`src/nic_pkg.sv`:
```
package nic_pkg;

   localparam int unsigned NIC_NUM_IRQ    = 32;
   localparam int unsigned NIC_IRQ_RSVD   = 0;
   localparam int unsigned NIC_IRQ_FLASH  = 1;
   localparam int unsigned NIC_IRQ_WAKE3  = 2;
   localparam int unsigned NIC_IRQ_WAKE2  = 3;
   localparam int unsigned NIC_IRQ_WAKE1  = 4;
   localparam int unsigned NIC_IRQ_WAKE0  = 5;
   localparam logic [15:0] NIC_MASK_LOW_RST  = 16'h0000;
   localparam logic [15:0] NIC_MASK_HIGH_RST = 16'h0000;
   localparam logic        NIC_GIE_RST       = 1'b0;
   localparam logic [7:0]  NIC_DEPTH_RST     = 8'h00;

   typedef enum logic [1:0] {
      NIC_IDLE     = 2'b00,
      NIC_ENTERING = 2'b01
   } nic_state_t;

   // request presented to the core
   typedef struct packed {
      logic       valid;
      logic       nmi;
      logic [4:0] vector;
   } nic_req_t;

   // core-side control
   typedef struct packed {
      logic       ack;
      logic       ret;
      logic       gie_wr;
      logic       gie_val;
   } nic_core_t;

endpackage
```
`src/nic_ctrl.sv`:
```
module nic_ctrl (
   input  wire logic                   clk,
   input  wire logic                   nrst,
   input  wire logic                   nmi_in,
   input  wire logic                   flash_irq,
   input  wire logic [3:0]             wake_irq,
   input  wire logic [31:6]            periph_irq,
   input  wire logic [15:0]            source_enable_mask_low,
   input  wire logic [15:0]            source_enable_mask_high,
   input  wire nic_pkg::nic_core_t     core,
   output nic_pkg::nic_req_t           req,
   output logic                        processor_status_word_gie,
   output logic [7:0]                  nest_depth
);
   import nic_pkg::*;

   logic [31:0] raw;
   logic [31:0] pending;
   logic        nmi_s1;
   logic        nmi_s2;
   logic        nmi_d;
   logic        nmi_pend;
   logic        next_nmi_pend;
   logic        next_gie;
   logic [7:0]  next_depth;
   nic_req_t    next_req;
   nic_state_t  state;
   nic_state_t  next_state;
   logic [31:0] irq_s1;
   logic [31:0] irq_s2;
   logic [31:0] pending_d;

   function automatic logic [4:0] first_set(input logic [31:0] v);
      logic [4:0] r;
      r = 5'h00;
      for (int i = NIC_NUM_IRQ - 1; i >= 0; i--) begin
         if (v[i]) begin
            r = 5'(i);
         end
      end
      return r;
   endfunction

   always_comb begin
      raw = {periph_irq, wake_irq[0], wake_irq[1], wake_irq[2], wake_irq[3], flash_irq, 1'b0};
      pending = irq_s2 & {source_enable_mask_high, source_enable_mask_low};
   end

   always_comb begin
      next_nmi_pend = nmi_pend | (nmi_s2 & ~nmi_d);
      next_gie      = processor_status_word_gie;
      next_depth    = nest_depth;
      next_req      = req;
      next_state    = state;
      if (core.gie_wr) begin
         next_gie = core.gie_val;
      end
      if (core.ret && nest_depth != 8'h00) begin
         next_depth = nest_depth - 8'h01;
      end
      case (state)
         NIC_IDLE: begin
            if (nmi_pend) begin
               next_req = '{valid: 1'b1, nmi: 1'b1, vector: 5'h00};
               next_state = NIC_ENTERING;
            end else if (processor_status_word_gie && pending != 32'h0) begin
               next_req = '{valid: 1'b1, nmi: 1'b0, vector: first_set(pending)};
               next_state = NIC_ENTERING;
            end
         end
         NIC_ENTERING: begin
            if (core.ack) begin
               next_req.valid = 1'b0;
               next_state = NIC_IDLE;
               next_depth = next_depth + 8'h01;
               if (req.nmi) begin
                  next_nmi_pend = nmi_s2 & ~nmi_d;
               end else begin
                  next_gie = 1'b0;
               end
            end
         end
         default: next_state = NIC_IDLE;
      endcase
   end

   always_ff @(posedge clk) begin
      if (!nrst) begin
         nmi_s1 <= 1'b0;
         nmi_s2 <= 1'b0;
         nmi_d <= 1'b0;
         irq_s1 <= 32'h0;
         irq_s2 <= 32'h0;
         pending_d <= 32'h0;
         nmi_pend <= 1'b0;
         processor_status_word_gie <= NIC_GIE_RST;
         nest_depth <= NIC_DEPTH_RST;
         req <= '0;
         state <= NIC_IDLE;
      end else begin
         nmi_s1 <= nmi_in;
         nmi_s2 <= nmi_s1;
         nmi_d <= nmi_s2;
         irq_s1 <= raw;
         irq_s2 <= irq_s1;
         pending_d <= pending;
         nmi_pend <= next_nmi_pend;
         processor_status_word_gie <= next_gie;
         nest_depth <= next_depth;
         req <= next_req;
         state <= next_state;
      end
   end

   // line 0 is never presented as a maskable vector
   chk_rsvd_never: assert property (
      @(posedge clk) disable iff (!nrst)
      req.valid
      |-> (req.nmi || req.vector != 5'h00))
      else $error("reserved line raised");

   // vector of a new maskable request was enabled and pending
   chk_masked_src: assert property (
      @(posedge clk) disable iff (!nrst)
      $rose(req.valid) && !req.nmi
      |-> pending_d[req.vector])
      else $error("disabled source raised");

   chk_masked_none: assert property (
      @(posedge clk) disable iff (!nrst)
      state == NIC_IDLE && !nmi_pend && pending == 32'h0
      |=> !req.valid)
      else $error("request without enabled source");

   chk_gie_block: assert property (
      @(posedge clk) disable iff (!nrst)
      $rose(req.valid) && !req.nmi
      |-> $past(processor_status_word_gie))
      else $error("nesting while blocked");

   // flag moves only on a load or a maskable acceptance
   chk_gie_steady: assert property (
      @(posedge clk) disable iff (!nrst)
      !core.gie_wr && !(req.valid && core.ack)
      |=> processor_status_word_gie == $past(processor_status_word_gie))
      else $error("gie changed by itself");

   chk_ack_clears: assert property (
      @(posedge clk) disable iff (!nrst)
      req.valid && !req.nmi && core.ack && !core.gie_wr
      |=> !processor_status_word_gie)
      else $error("gie not cleared");

   chk_nmi_wins: assert property (
      @(posedge clk) disable iff (!nrst)
      state == NIC_IDLE && nmi_pend
      |=> req.valid && req.nmi)
      else $error("nmi not taken");

   chk_nmi_holds: assert property (
      @(posedge clk) disable iff (!nrst)
      req.valid && req.nmi && !core.ack
      |=> req.valid && req.nmi)
      else $error("nmi request dropped");

   // a fresh nmi edge in the acceptance cycle is kept for the next round
   chk_nmi_renest: assert property (
      @(posedge clk) disable iff (!nrst)
      req.valid && req.nmi && core.ack && nmi_s2 && !nmi_d
      |=> nmi_pend)
      else $error("nested nmi lost");

   chk_gie_write: assert property (
      @(posedge clk) disable iff (!nrst)
      core.gie_wr && !(req.valid && core.ack)
      |=> processor_status_word_gie == $past(core.gie_val))
      else $error("gie write lost");

   chk_gie_reopen: assert property (
      @(posedge clk) disable iff (!nrst)
      state == NIC_IDLE && !nmi_pend && processor_status_word_gie && pending != 32'h0
      |=> req.valid && !req.nmi)
      else $error("open nesting not taken");

   chk_depth_up: assert property (
      @(posedge clk) disable iff (!nrst)
      req.valid && core.ack && !core.ret && nest_depth != 8'hFF
      |=> nest_depth == $past(nest_depth) + 8'h01)
      else $error("depth not counted");

   chk_depth_down: assert property (
      @(posedge clk) disable iff (!nrst)
      core.ret && !(req.valid && core.ack) && nest_depth != 8'h00
      |=> nest_depth == $past(nest_depth) - 8'h01)
      else $error("return not counted");

   chk_flash_line: assert property (
      @(posedge clk) disable iff (!nrst)
      1'b1
      |-> irq_s1[1] == $past(flash_irq))
      else $error("flash not on line 1");

   // wakeup output 0 lands on line 5, output 3 on line 2
   chk_wake_lines: assert property (
      @(posedge clk) disable iff (!nrst)
      1'b1
      |-> irq_s1[5:2] == $past({wake_irq[0], wake_irq[1], wake_irq[2], wake_irq[3]}))
      else $error("wakeup lines misplaced");

endmodule // nic_ctrl

```
`config.mk`:
```
export PLATFORM = sky130hd
export DESIGN_NAME = nic_ctrl
export DESIGN_NICKNAME = d
export VERILOG_FILES = /design/src/nic_pkg.sv /design/src/nic_ctrl.sv
export SDC_FILE = /design/constraint.sdc
export NUM_CORES = 1
export LEC_CHECK = 0
export BUFFER_PORTS_ARGS = -buffer_cell sky130_fd_sc_hd__buf_2
export CAP_MARGIN = 20
export CORE_ASPECT_RATIO = 1.75
export CORE_MARGIN = 2
export CORE_UTILIZATION = 35
export DETAILED_ROUTE_END_ITERATION = 6
export GPL_TIMING_DRIVEN = 0
export MAX_ROUTING_LAYER = met4
export PLACE_DENSITY = 0.64
export SYNTH_ARGS = -nofsm -noshare
export SYNTH_HDL_FRONTEND = slang
export SYNTH_SLANG_ARGS = --single-unit
```
`constraint.sdc`:
```
create_clock -name clk -period 4.5 [get_ports clk]
set_input_delay 0.675 -clock clk [delete_from_list [all_inputs] [get_ports clk]]
set_output_delay 0.675 -clock clk [all_outputs]
set_load 0.005 [all_outputs]
```
; ---- After elaboration in Yosys (flattened, before gate mapping)
; Cells that the tools add are included.
[totals]
register_bits = 86
[classes]
add_sub_neg = 2
n_eq_ne = 3
muxes = 50
n_bitwise = 4
reduce_logical = 10
[op_table]
columns = operator, n
row1 = 5-bit 2-to-1 mux, 32
row2 = 32-bit AND, 1
row3 = 32-bit nonzero test, 1
row4 = 8-bit 2-to-1 mux, 3
row5 = 7-bit 2-to-1 mux, 2
row6 = 8-bit by 1-bit adder with 8-bit output (second input constant), 1
row7 = 1-bit 2-to-1 mux, 8
row8 = 8-bit nonzero test, 1
row9 = 8-bit by 1-bit subtractor with 8-bit output (second input constant), 1
row10 = 2-bit 2-to-1 mux, 3
row11 = 2-bit one-hot mux with 2 select lines, 1
row12 = 2-bit AND reduction, 2
row13 = 2-bit nonzero test, 2
row14 = 3-bit != test (second input constant), 1
row15 = 3-bit AND reduction, 1
row16 = 2-bit by 1-bit equality test with 1-bit output (second input constant), 1
row17 = 1-bit logical AND, 2
row18 = 2-bit zero test, 1
row19 = 2-bit != test (second input constant), 1
row20 = 1-bit one-hot mux with 2 select lines, 1
row21 = 1-bit AND, 1
row22 = 1-bit NOT, 1
row23 = 1-bit bitwise OR, 1

; ---- Logic depth before layout (Yosys ltp)
; Gate-level depths: netlist (run 1).
[depth]
ltp_word = 36
mapped_depth = 12
depth_no_buf = 12

; ---- Worst setup path after synthesis (run 1)
; No wires, ideal clock.
[synth_path]
path_type = flip-flop to flip-flop
startpoint = reg nest_depth[0]
endpoint = reg nest_depth[4]
setup_time_ps = 115
arrival_ps = 2439
required_ps = 4385
path_slack_ps = 1946
stages_incl_launch_ff = 12
path_buffers = 0
synth_period_minus_slack_ps = 2554
cell_sequence = dfxtp_1 -> inv_1 -> ha_1 -> or3b_2 -> o21ai_2 -> xnor2_1 -> ha_1 -> nand3_1 -> or4_1 -> o211ai_1 -> xnor2_1 -> and2_1
[synth_via]
elab_chain_cells = 6
word_cells_on_any_way = 7
cone_classes = add/sub: 2 / mux: 3 / reduce/logical: 2
[synth_lines]
columns = element, line_no
row1 = start: declaration, nic_ctrl.sv:13  ; output logic [7:0] nest_depth
row2 = start signal: assignment, nic_ctrl.sv:109  ; nest_depth <= next_depth;
row3 = "parallel branches: the longest is 2 deep, another holds 8-bit by 1-bit subtractor with 8-bit output", --
row4 = 8-bit 2-to-1 mux (*), nic_ctrl.sv:58  ; if (core.ret && nest_depth != 8'h00) begin
row5 = 8-bit by 1-bit adder with 8-bit output, nic_ctrl.sv:75  ; next_depth = next_depth + 8'h01;
row6 = 8-bit 2-to-1 mux, nic_ctrl.sv:72  ; if (core.ack) begin
row7 = 8-bit 2-to-1 mux (*), nic_ctrl.sv:61  ; case (state)
; Mark *: on every way between the ends.
; A chain may end at the register's enable or synchronous reset.

; ---- Worst setup path after layout (run 1)
; Same ends and word-level chain as after synthesis.

==> reports/metrics.yaml, run 1 <==
status: "finished, final reports clean"
synth-edff-count: 0
skew_ns: 0.00798
cts_sinks: 82
core_area_sq_mm: 0.00898
viasPerCell: 4.85
chipWidth_microns: 76.3
period_minus_slack_ns: 2.78
endpoint: "nest_depth[4]"
grtUsageTotal_pct: 16.0
layout_commonest_cell: "buf_2"
cp-start-kind: "register"
firstDrtPassIters: 4
antenna_found_initial: 0
reg2reg_slack_ns: 1.72
max_slew_margin_pct: 43.9
multi_input_area_sq_mm: 0.00151
grt_pass1_wl_microns: 11900
cts.htree.levels: 3
layout_common_cells: "buf_2, dfxtp_1, and2_1"
drtAntennaViolNets: 0
synthTopCellsByArea: "dfxtp_1, and2_1, a22oi_1"
tightest_slew_ns: 0.831
finalHoldViolations: 0
whs_ns: 0.429
cellLeakagePower_nw: 1.75
cts_buffers: 9
yosysSeqAreaShare_pct: 51.3
syn-num-nets: 405
placement.io_buffers: 83
grt_pass1_vias: 2628
route.detailed.drc: 0
holdBufCountCts: 0
dp_hpwl_microns: 5880
wire_per_inst_microns: 13.3
arrival_ns: 3.00
final_layout_size_suffix_gt1_share_pct: 25.1
synthArstFlopShare_pct: 0
end_kind: "register"
crit_fanout: 7
rows: 46
yosysTopAreaCellShare_pct: 51.3
netlist_area_sq_mm: 0.00320
fp.dieH_microns: 130
yosysWarnings: 0
timing.rr.end: "nest_depth[4]"
worstPathRequired_ns: 4.73
timing.fmax_ghz: 0.360
grt_max_degree: 17
routabilityCongestion: 0.921
post-route-period-util_pct: 61.7
ios: 86
clock_latency_ns: 0.33
drt_iter0_drc: 114
synth_top_cell_by_area: "dfxtp_1"
layout.area.seq_sq_mm: 0.00164
synthFlopType: "dfxtp_1"
fin_nets: 499
rsz0062_at_grt: "false"
cts_resized: 0
ir_worst_vdd_v: 0.000320
crit_start: "nest_depth[0]"
ys_ff_latch: 82
clk_pin_slew_ns: 0.07
r2r_cells: 11
tns_ns: 0
maxCapViolCount: 0
wl_microns: 7350
netlist_instances: 332
path_class: "register to register"
grt.overflow.total: 0
clockBufferDepth: 2
diodes: 0
finalMaxSlewViolations: 0
clockRootBuffer: "clkbuf_16"
syn_area_per_cell_sq_um: 9.63
nFillCells: 905
cts_tree: "done"
power_density_mw_per_mm2: 509
areaGrowthSynthToFinish_pct: 27.3
hold_class: "register to register"
post_cts_buffers: 0
start_util_pct: 35.6
vias: 2672
rr_startpoint: "nest_depth[0]"
finalSetupViolations: 0
die_area_sq_mm: 0.00995
yosysUniqueCellTypes: 50
==> power by group <==
group          internal, mW  switching [mW]
Sequential            0.788          0.0552
Clock                 0.439           0.300
Combinational         0.238           0.254
Total                  1.46           0.610
==> metrics by stage <==
step	util (%)	area, sq um	total power, mW	setup WS (ns)	instances
after CTS	45.3	4070	2.09	1.74	551
after global placement	41.9	3760	1.34	1.72	535
after detailed placement	41.9	3760	1.35	1.73	535
final	45.3	4070	2.07	1.72	551
after global routing	45.3	4070	2.19	1.57	551
after floorplan	-	3200	1.20	1.95	332
==> critical path: stages, from the launching register on <==
cell and delay, ns:
dfxtp_1 0.37, inv_1 0.10, ha_1 0.16, or3b_2 0.48, o21ai_2 0.23, xnor2_1 0.21, ha_1 0.20, nand3_1 0.14
or4_1 0.43, o211ai_1 0.13, xnor2_1 0.08, and2_1 0.15
==> area by class of cell <==
cell class	instances	area share, %
clock inverters	7	2.03
plain buffers	10	0.953
well taps	120	3.69
multi-input cells	237	37.0
clock buffers	9	5.53
inverters	3	0.277
flip-flops and latches	82	40.3
repair buffers	83	10.2
==> cells in the mapped netlist (all sizes together), types with 2 or more instances <==
cell type / count
dfxtp: 82
and2: 72
nand2: 31
a22oi: 17
nand3: 15
clkbuf: 9
a21oi: 8
o21ai: 8
nand4: 7
nor2: 7
nor2b: 5
nor3: 5
xnor2: 5
a21boi: 4
nand2b: 4
o31ai: 4
or4: 4
a211oi: 3
a32oi: 3
ha: 3
inv: 3
o41ai: 3
xor2: 3
a31oi: 2
a32o: 2
and3: 2
mux2i: 2
nor4: 2
o211ai: 2
==> sequential cells by signal, summed over array words and instances, names as in the netlist <==
| register | flops |
|---|---|
| irq_s1 | 31 |
| irq_s2 | 31 |
| nest_depth | 8 |
| nmi_d | 1 |
| nmi_pend | 1 |
| nmi_s1 | 1 |
| nmi_s2 | 1 |
| processor_status_word_gie | 1 |
| req | 7 |
==> per-layer routing <==
metal	vias to the layer above	part of all wire, %	global-route usage, %
met4	0	2.2	8.45
met1	1230	36	14.6
met5	-	0	-
met2	68	56	30.0
met3	12	6.1	4.88
li1	1362	-	-
==> cell families (layout without fill, tap and decap cells) <==
family	Yosys count	in the layout	share of synthesized area, %
flip-flops	82	82	51.3
buffers and inverters	13	112	1.56
adder cells (fa/ha/maj)	3	3	1.17
multiplexers	3	3	0.978
XOR/XNOR	8	8	2.19
AO/OA/AOI/OAI	64	64	14.6
AND/OR/NAND/NOR	159	159	28.2
==> worst min path at each step <==
stage,depth (start not counted),start,to,slack [ns]
final,1,irq_s1[25],irq_s2[25],0.43
after global routing,1,irq_s1[4],irq_s2[4],0.44
after CTS,1,irq_s1[27],irq_s2[27],0.43
after detailed placement,1,irq_s1[31],irq_s2[31],0.42
after global placement,1,irq_s1[30],irq_s2[30],0.42
after floorplan,1,irq_s1[10],irq_s2[10],0.41
Note: power is estimated with default switching activity, not from simulation.
==> inputs of run 2 (changes only) <==
==> constraint.sdc (replaced) <==
create_clock -name clk -period 2.7 [get_ports clk]
set_input_delay 0.405 -clock clk [delete_from_list [all_inputs] [get_ports clk]]
set_output_delay 0.405 -clock clk [all_outputs]
set_load 0.005 [all_outputs]
==> run 2 against run 1 <==
Die area did not move. Critical path depth did not move. Clock-buffer cell count did not move. Register-to-register slack got worse by 1.6 ns. Sequential cell count did not move. Sequential power rose by 68%. Largest cell class unchanged. Hold slack got worse by 0.16 ns. First-iteration DRC count fell by 5.3%. Utilization rose by 0.35 points. Largest power group unchanged. Fmax rose by 7.2%.
==> reports/metrics.yaml, run 2 (same netlist as run 1, synthesis figures left out) <==
layout_commonest_cell: "buf_2"
rr_startpoint: "nest_depth[0]"
post_cts_buffers: 0  # unchanged
post-place-ws_ns: -0.0359  # -1.76 ns
firstDrtPassIters: 4  # unchanged
endpoint: "nest_depth[4]"
arrival_ns: 2.82  # -0.18 ns
nFillCells: 897  # -0.88%
crit_fanout: 7  # unchanged
clockRootBuffer: "clkbuf_16"
power.internal_mw: 2.48  # +69%
timing.fmax_ghz: 0.386  # +7.2%
worstPathRequired_ns: 2.93  # -1.80 ns
r2r_cells: 11  # unchanged
wl_microns: 7380  # +0.30%
dp_hpwl_microns: 5880  # unchanged
vias: 2666  # -0.22%
holdBufCountCts: 0  # unchanged
ir_worst_vdd_v: 0.000534  # +67%
start_util_pct: 35.6  # unchanged
ios: 86  # unchanged
path_class: "register to register"
diodes: 0  # unchanged
cellLeakagePower_nw: 1.75  # about the same
power_density_mw_per_mm2: 859  # +69%
viasPerCell: 4.85  # about the same
end_kind: "register"
rsz0062_at_grt: "false"
max_slew_margin_pct: 44.0  # +0.15 points
placement.io_buffers: 83  # unchanged
seqPwrFrac_pct: 40.3  # -0.3 points
hold_class: "input port to register"
grt_pass1_vias: 2617  # -0.42%
timing.rr.end: "nest_depth[4]"
swShare_pct: 29.7  # +0.26 points
wire_per_inst_microns: 13.4  # +0.48%
p_comb_share_pct: 24.7  # +1.0 points
status: "finished, final reports clean"
routabilityCongestion: 0.921  # unchanged
place_inst: 535  # unchanged
period_minus_slack_ns: 2.59  # -0.187 ns
skew_ns: 0.00792  # -0.0000597 ns
core_area_sq_mm: 0.00898  # unchanged
reg2reg_slack_ns: 0.11  # -1.61 ns
route.detailed.drc: 0  # unchanged
stdcell_count: 550  # -0.18%
clk_pin_slew_ns: 0.07  # about the same
largest_registers: "irq_s1: 31 flops, irq_s2: 31 flops, nest_depth: 8 flops"
cts.htree.levels: 3  # unchanged
fin_nets: 498  # -0.20%
placed_area_sq_mm: 0.00376  # unchanged
grt_max_degree: 17  # unchanged
tns_ns: 0  # unchanged
post-route-cell-area_sq_mm: 0.00410  # +0.77%
layout_common_cells: "buf_2, dfxtp_1, and2_1"
finalSetupViolations: 0  # unchanged
cts_tree: "done"
cts_buffers: 9  # unchanged
clockPowerShare_pct: 35.0  # -0.6 points
grtUsageTotal_pct: 16.0  # -0.030 points
post-route-period-util_pct: 95.8  # +34 points
maxCapViolCount: 0  # unchanged
finalHoldViolations: 0  # unchanged
grt_pass1_wl_microns: 11800  # -0.34%
crit_start: "nest_depth[0]"
finalMaxSlewViolations: 0  # unchanged
clock_latency_ns: 0.33  # about the same
fp.dieH_microns: 130  # unchanged
fin_util_pct: 45.7  # +0.35 points
clockBufferDepth: 2  # unchanged
worst_slack_ns: 0.112  # -1.61 ns
die_area_sq_mm: 0.00995  # unchanged
drt_iter0_drc: 108  # -5.3%
cts_sinks: 82  # unchanged
drtAntennaViolNets: 0  # unchanged
chipWidth_microns: 76.3  # unchanged
antenna_found_initial: 0  # unchanged
areaGrowthSynthToFinish_pct: 28.3
tightest_slew_ns: 0.829  # -0.00223 ns
cp-start-kind: "register"
rows: 46  # unchanged
power.switching_mw: 1.05  # +71%
grt.overflow.total: 0  # unchanged
final_layout_size_suffix_gt1_share_pct: 27.0  # +1.9 points
[run 2: cell count changes in the layout (fill, tap and decap cells not counted), moves of 2 or more]
| cell | before | now |
|---|---|---|
| dfxtp_1 | 82 | 80 |
| ha_1 | 3 | 1 |
| inv_2 | 0 | 2 |
| inv_1 | 3 | 1 |
| ha_2 | 0 | 2 |
[run 2: area by class of cell]
class	count	area (sq um)	share of cell area, %
inverter	3	11.3	0.274
buffer	9	33.8	0.823
clock buffer	9	225	5.49
tap	120	150	3.66
multi-input combinational	237	1540	37.5
clock inverter	7	82.6	2.01
sequential	82	1650	40.1
timing repair buffer	83	415	10.1
[run 2: critical path: stages, from the launching register on]
cell and delay (ns):
dfxtp_4 0.37, inv_2 0.06, ha_2 0.16, or3b_4 0.40
o21ai_4 0.22, xnor2_2 0.17, ha_2 0.21, nand3_2 0.10
or4_1 0.42, o211ai_1 0.13, xnor2_1 0.09, and2_1 0.16
[run 2: metal layers]
metal | track usage [%] | share of wire [%] | vias up
li1 | - | - | 1361
met1 | 14.5 | 36 | 1226
met2 | 30.0 | 56 | 65
met3 | 4.88 | 6.0 | 14
met4 | 8.34 | 2.3 | 0
met5 | - | 0 | -
[run 2: per-stage QoR]
stage	hold slack, ns	total power [mW]
2_1_floorplan	0.412	2.00
3_3_place_gp	0.415	2.23
3_5_place_dp	0.418	2.25
4_1_cts	0.260	3.53
5_1_grt	0.265	3.72
6_report	0.272	3.53
[run 2: worst min path at each step]
stage | cells past startpoint | from | slack (ns) | to
global placement | 1 | irq_s1[30] | 0.42 | irq_s2[30]
detailed placement | 1 | irq_s1[31] | 0.42 | irq_s2[31]
finish | 2 | periph_irq[22] | 0.27 | irq_s1[22]
floorplan | 1 | irq_s1[10] | 0.41 | irq_s2[10]
CTS | 2 | nmi_in | 0.26 | nmi_s1
global route | 2 | periph_irq[22] | 0.27 | irq_s1[22]
[run 2: what timing repair did]
action                     in CTS  in global routing
pin swaps                       1                  3
setup endpoints to repair       1                  2
gates resized for setup         4                  8
[run 2: power groups by stage]
stage / combinational, mW / sequential (mW) / clock, mW
2_1_floorplan: 0.584 / 1.42 / 0
3_3_place_gp: 0.801 / 1.43 / 0
3_5_place_dp: 0.819 / 1.43 / 0
4_1_cts: 0.862 / 1.41 / 1.26
5_1_grt: 0.967 / 1.44 / 1.31
6_report: 0.870 / 1.42 / 1.23
==> inputs of run 3 (changes only) <==
--- a/config.mk
+++ b/config.mk
@@ -9,11 +9,11 @@
 export CAP_MARGIN = 20
 export CORE_ASPECT_RATIO = 1.75
 export CORE_MARGIN = 2
-export CORE_UTILIZATION = 35
+export CORE_UTILIZATION = 50
 export DETAILED_ROUTE_END_ITERATION = 6
 export GPL_TIMING_DRIVEN = 0
 export MAX_ROUTING_LAYER = met4
-export PLACE_DENSITY = 0.64
+export PLACE_DENSITY = 0.84
 export SYNTH_ARGS = -nofsm -noshare
 export SYNTH_HDL_FRONTEND = slang
 export SYNTH_SLANG_ARGS = --single-unit
==> run 3 against run 2 <==
Routed wire length fell by 1.6%. Utilization up 19 points. Non-clock buffer count grew 3. Clock-buffer cell count unchanged. Fmax up 0.68%. Power fell by 8.3%. Hold slack worse by 0.022 ns. Sequential cell count stayed put. Critical path depth stayed put. Largest power group unchanged. Largest cell class unchanged.
==> reports/metrics.yaml, run 3 (same netlist as run 1, synthesis figures left out) <==
status: "finished, final reports clean"
core_area_sq_mm: 0.00618  # -31%
grt_max_degree: 16  # -1
die_area_sq_mm: 0.00708  # -29%
clock_latency_ns: 0.35  # +0.02 ns
critical-path-slowest-cell: "or4_1"
critPathMostFrequentCell: "ha_2"
fp.dieH_microns: 110  # -16%
dp_hpwl_microns: 5480  # -6.7%
largest_registers: "irq_s1: 31 flops, irq_s2: 31 flops, nest_depth: 8 flops"
ios: 86  # unchanged
routabilityCongestion: 0.894  # -2.9%
grt_pass1_wl_microns: 11700  # -0.99%
chipWidth_microns: 64.5  # -15%
rows: 38  # -17%
period_minus_slack_ns: 2.57  # -0.0174 ns
reg2reg_slack_ns: 0.13  # +0.02 ns
grt_pass1_vias: 2720  # +3.9%
diodes: 0  # unchanged
whs_path_depth: 2  # unchanged
final_layout_size_suffix_gt1_share_pct: 27.5  # +0.51 points
multi_input_area_sq_mm: 0.00154  # unchanged
cts_buffers: 9  # unchanged
placed_area_sq_mm: 0.00371  # -1.3%
layout.area.seq_sq_mm: 0.00165  # +0.23%
drtAntennaViolNets: 0  # unchanged
finalMaxSlewViolations: 0  # unchanged
drt_iter0_drc: 116  # +7.4%
skew_ns: 0.00369  # -0.00423 ns
wl_microns: 7260  # -1.6%
path_delay_family: "simple AND/OR/NAND/NOR gates"
hold_class: "input port to register"
grtUsageTotal_pct: 22.6  # +6.5 points
fin_nets: 501  # +0.60%
r2r_cells: 11  # unchanged
vias: 2748  # +3.1%
max_slew_margin_pct: 43.5  # -0.54 points
antenna_found_initial: 0  # unchanged
placement.io_buffers: 83  # unchanged
crit_chain: "inv_1 > ha_2 > or3b_4 > o21ai_4 > xnor2_2 > ha_2 > nand3_2 > or4_1 > o211ai_1 > xnor2_1 > and2_1"
viasPerCell: 5.36  # +11%
finalHoldViolations: 0  # unchanged
layout_common_cells: "buf_2, dfxtp_1, and2_1"
power_density_mw_per_mm2: 814  # -5.3%
path_class: "register to register"
post-route-period-util_pct: 95.2  # -0.64 points
cts_sinks: 82  # unchanged
max_stage_delay_ns: 0.42  # about the same
wire_per_inst_microns: 14.2  # +5.5%
cellLeakagePower_nw: 1.72  # -1.9%
tightest_slew_ns: 0.837  # +0.00798 ns
worstPathRequired_ns: 2.95  # +0.02 ns
ir_worst_vdd_v: 0.000585  # +9.4%
crit_buf_inv: 1  # unchanged
holdBufCountCts: 0  # unchanged
clockBufferDepth: 2  # unchanged
areaGrowthSynthToFinish_pct: 24.2
grt.overflow.total: 0  # unchanged
clk_pin_slew_ns: 0.08  # about the same
nFillCells: 536  # -40%
cts.htree.levels: 3  # unchanged
maxCapViolCount: 0  # unchanged
layout_commonest_cell: "buf_2"
route.detailed.drc: 0  # unchanged
firstDrtPassIters: 4  # unchanged
finalSetupViolations: 0  # unchanged
cp_num_cells: 11  # unchanged
post-route-cell-area_sq_mm: 0.00397  # -3.2%
fin_util_pct: 64.3  # +19 points
arrival_ns: 2.82  # about the same
timing.fmax_ghz: 0.389  # +0.68%
cp-start-kind: "register"
end_kind: "register"
start_util_pct: 51.7  # +16 points
crit_fanout: 6  # -1
clockRootBuffer: "clkbuf_8"
cts_tree: "done"
[run 3: changes by cell type in the layout (fill, tap and decap cells not counted), sizes merged]
cell and delta:
inv -2, buf +3, clkinv +2
[run 3: through the flow]
step | setup TNS (ns) | power [mW] | worst slack (ns) | cells | hold slack, ns
3_3_place_gp | -0.0547 | 2.24 | -0.0547 | 495 | 0.414
6_report | 0 | 3.23 | 0.130 | 513 | 0.250
5_1_grt | -0.00478 | 3.44 | -0.00478 | 513 | 0.239
4_1_cts | 0 | 3.17 | 0.0807 | 512 | 0.239
3_5_place_dp | -0.0453 | 2.25 | -0.0453 | 495 | 0.418
2_1_floorplan | 0 | 2.00 | 0.146 | 332 | 0.412
[run 3: path summary, 6_finish.rpt]
path,from,to
hold reg to reg,irq_s1[11],irq_s2[11]
setup reg to reg,nest_depth[0],nest_depth[4]
hold / removal,wake_irq[2],irq_s1[3]
setup / recovery,nest_depth[0],nest_depth[4]
[run 3: timing repair]
item	4_1_cts	5_1_grt
pin swaps	1	2
buffers inserted	1	2
setup endpoints to repair	1	2
resized for setup	3	10
endpoints found under the hold margin	0	0
[run 3: layout make-up]
type,count,share of cell area [%]
flip-flops and latches,82,41.6
multi-input cells,237,38.7
repair buffers,86,11.0
clock buffers,9,3.12
well taps,80,2.52
clock inverters,7,1.92
plain buffers,9,0.851
inverters,3,0.284
[run 3: routing by layer]
layer  vias to the layer above  track usage, %  part of all wire (%)
met1                      1273            21.1                    38
met5                         -               -                     0
met2                        77            41.2                    54
li1                       1372               -                     -
met3                        26            5.22                   4.0
met4                         0            13.7                   4.0
[run 3: power breakdown]
group	total, mW	switching (mW)	internal (mW)
Sequential	1.43	0.111	1.32
Clock	0.885	0.452	0.433
Combinational	0.915	0.453	0.462
Total	3.23	1.02	2.22
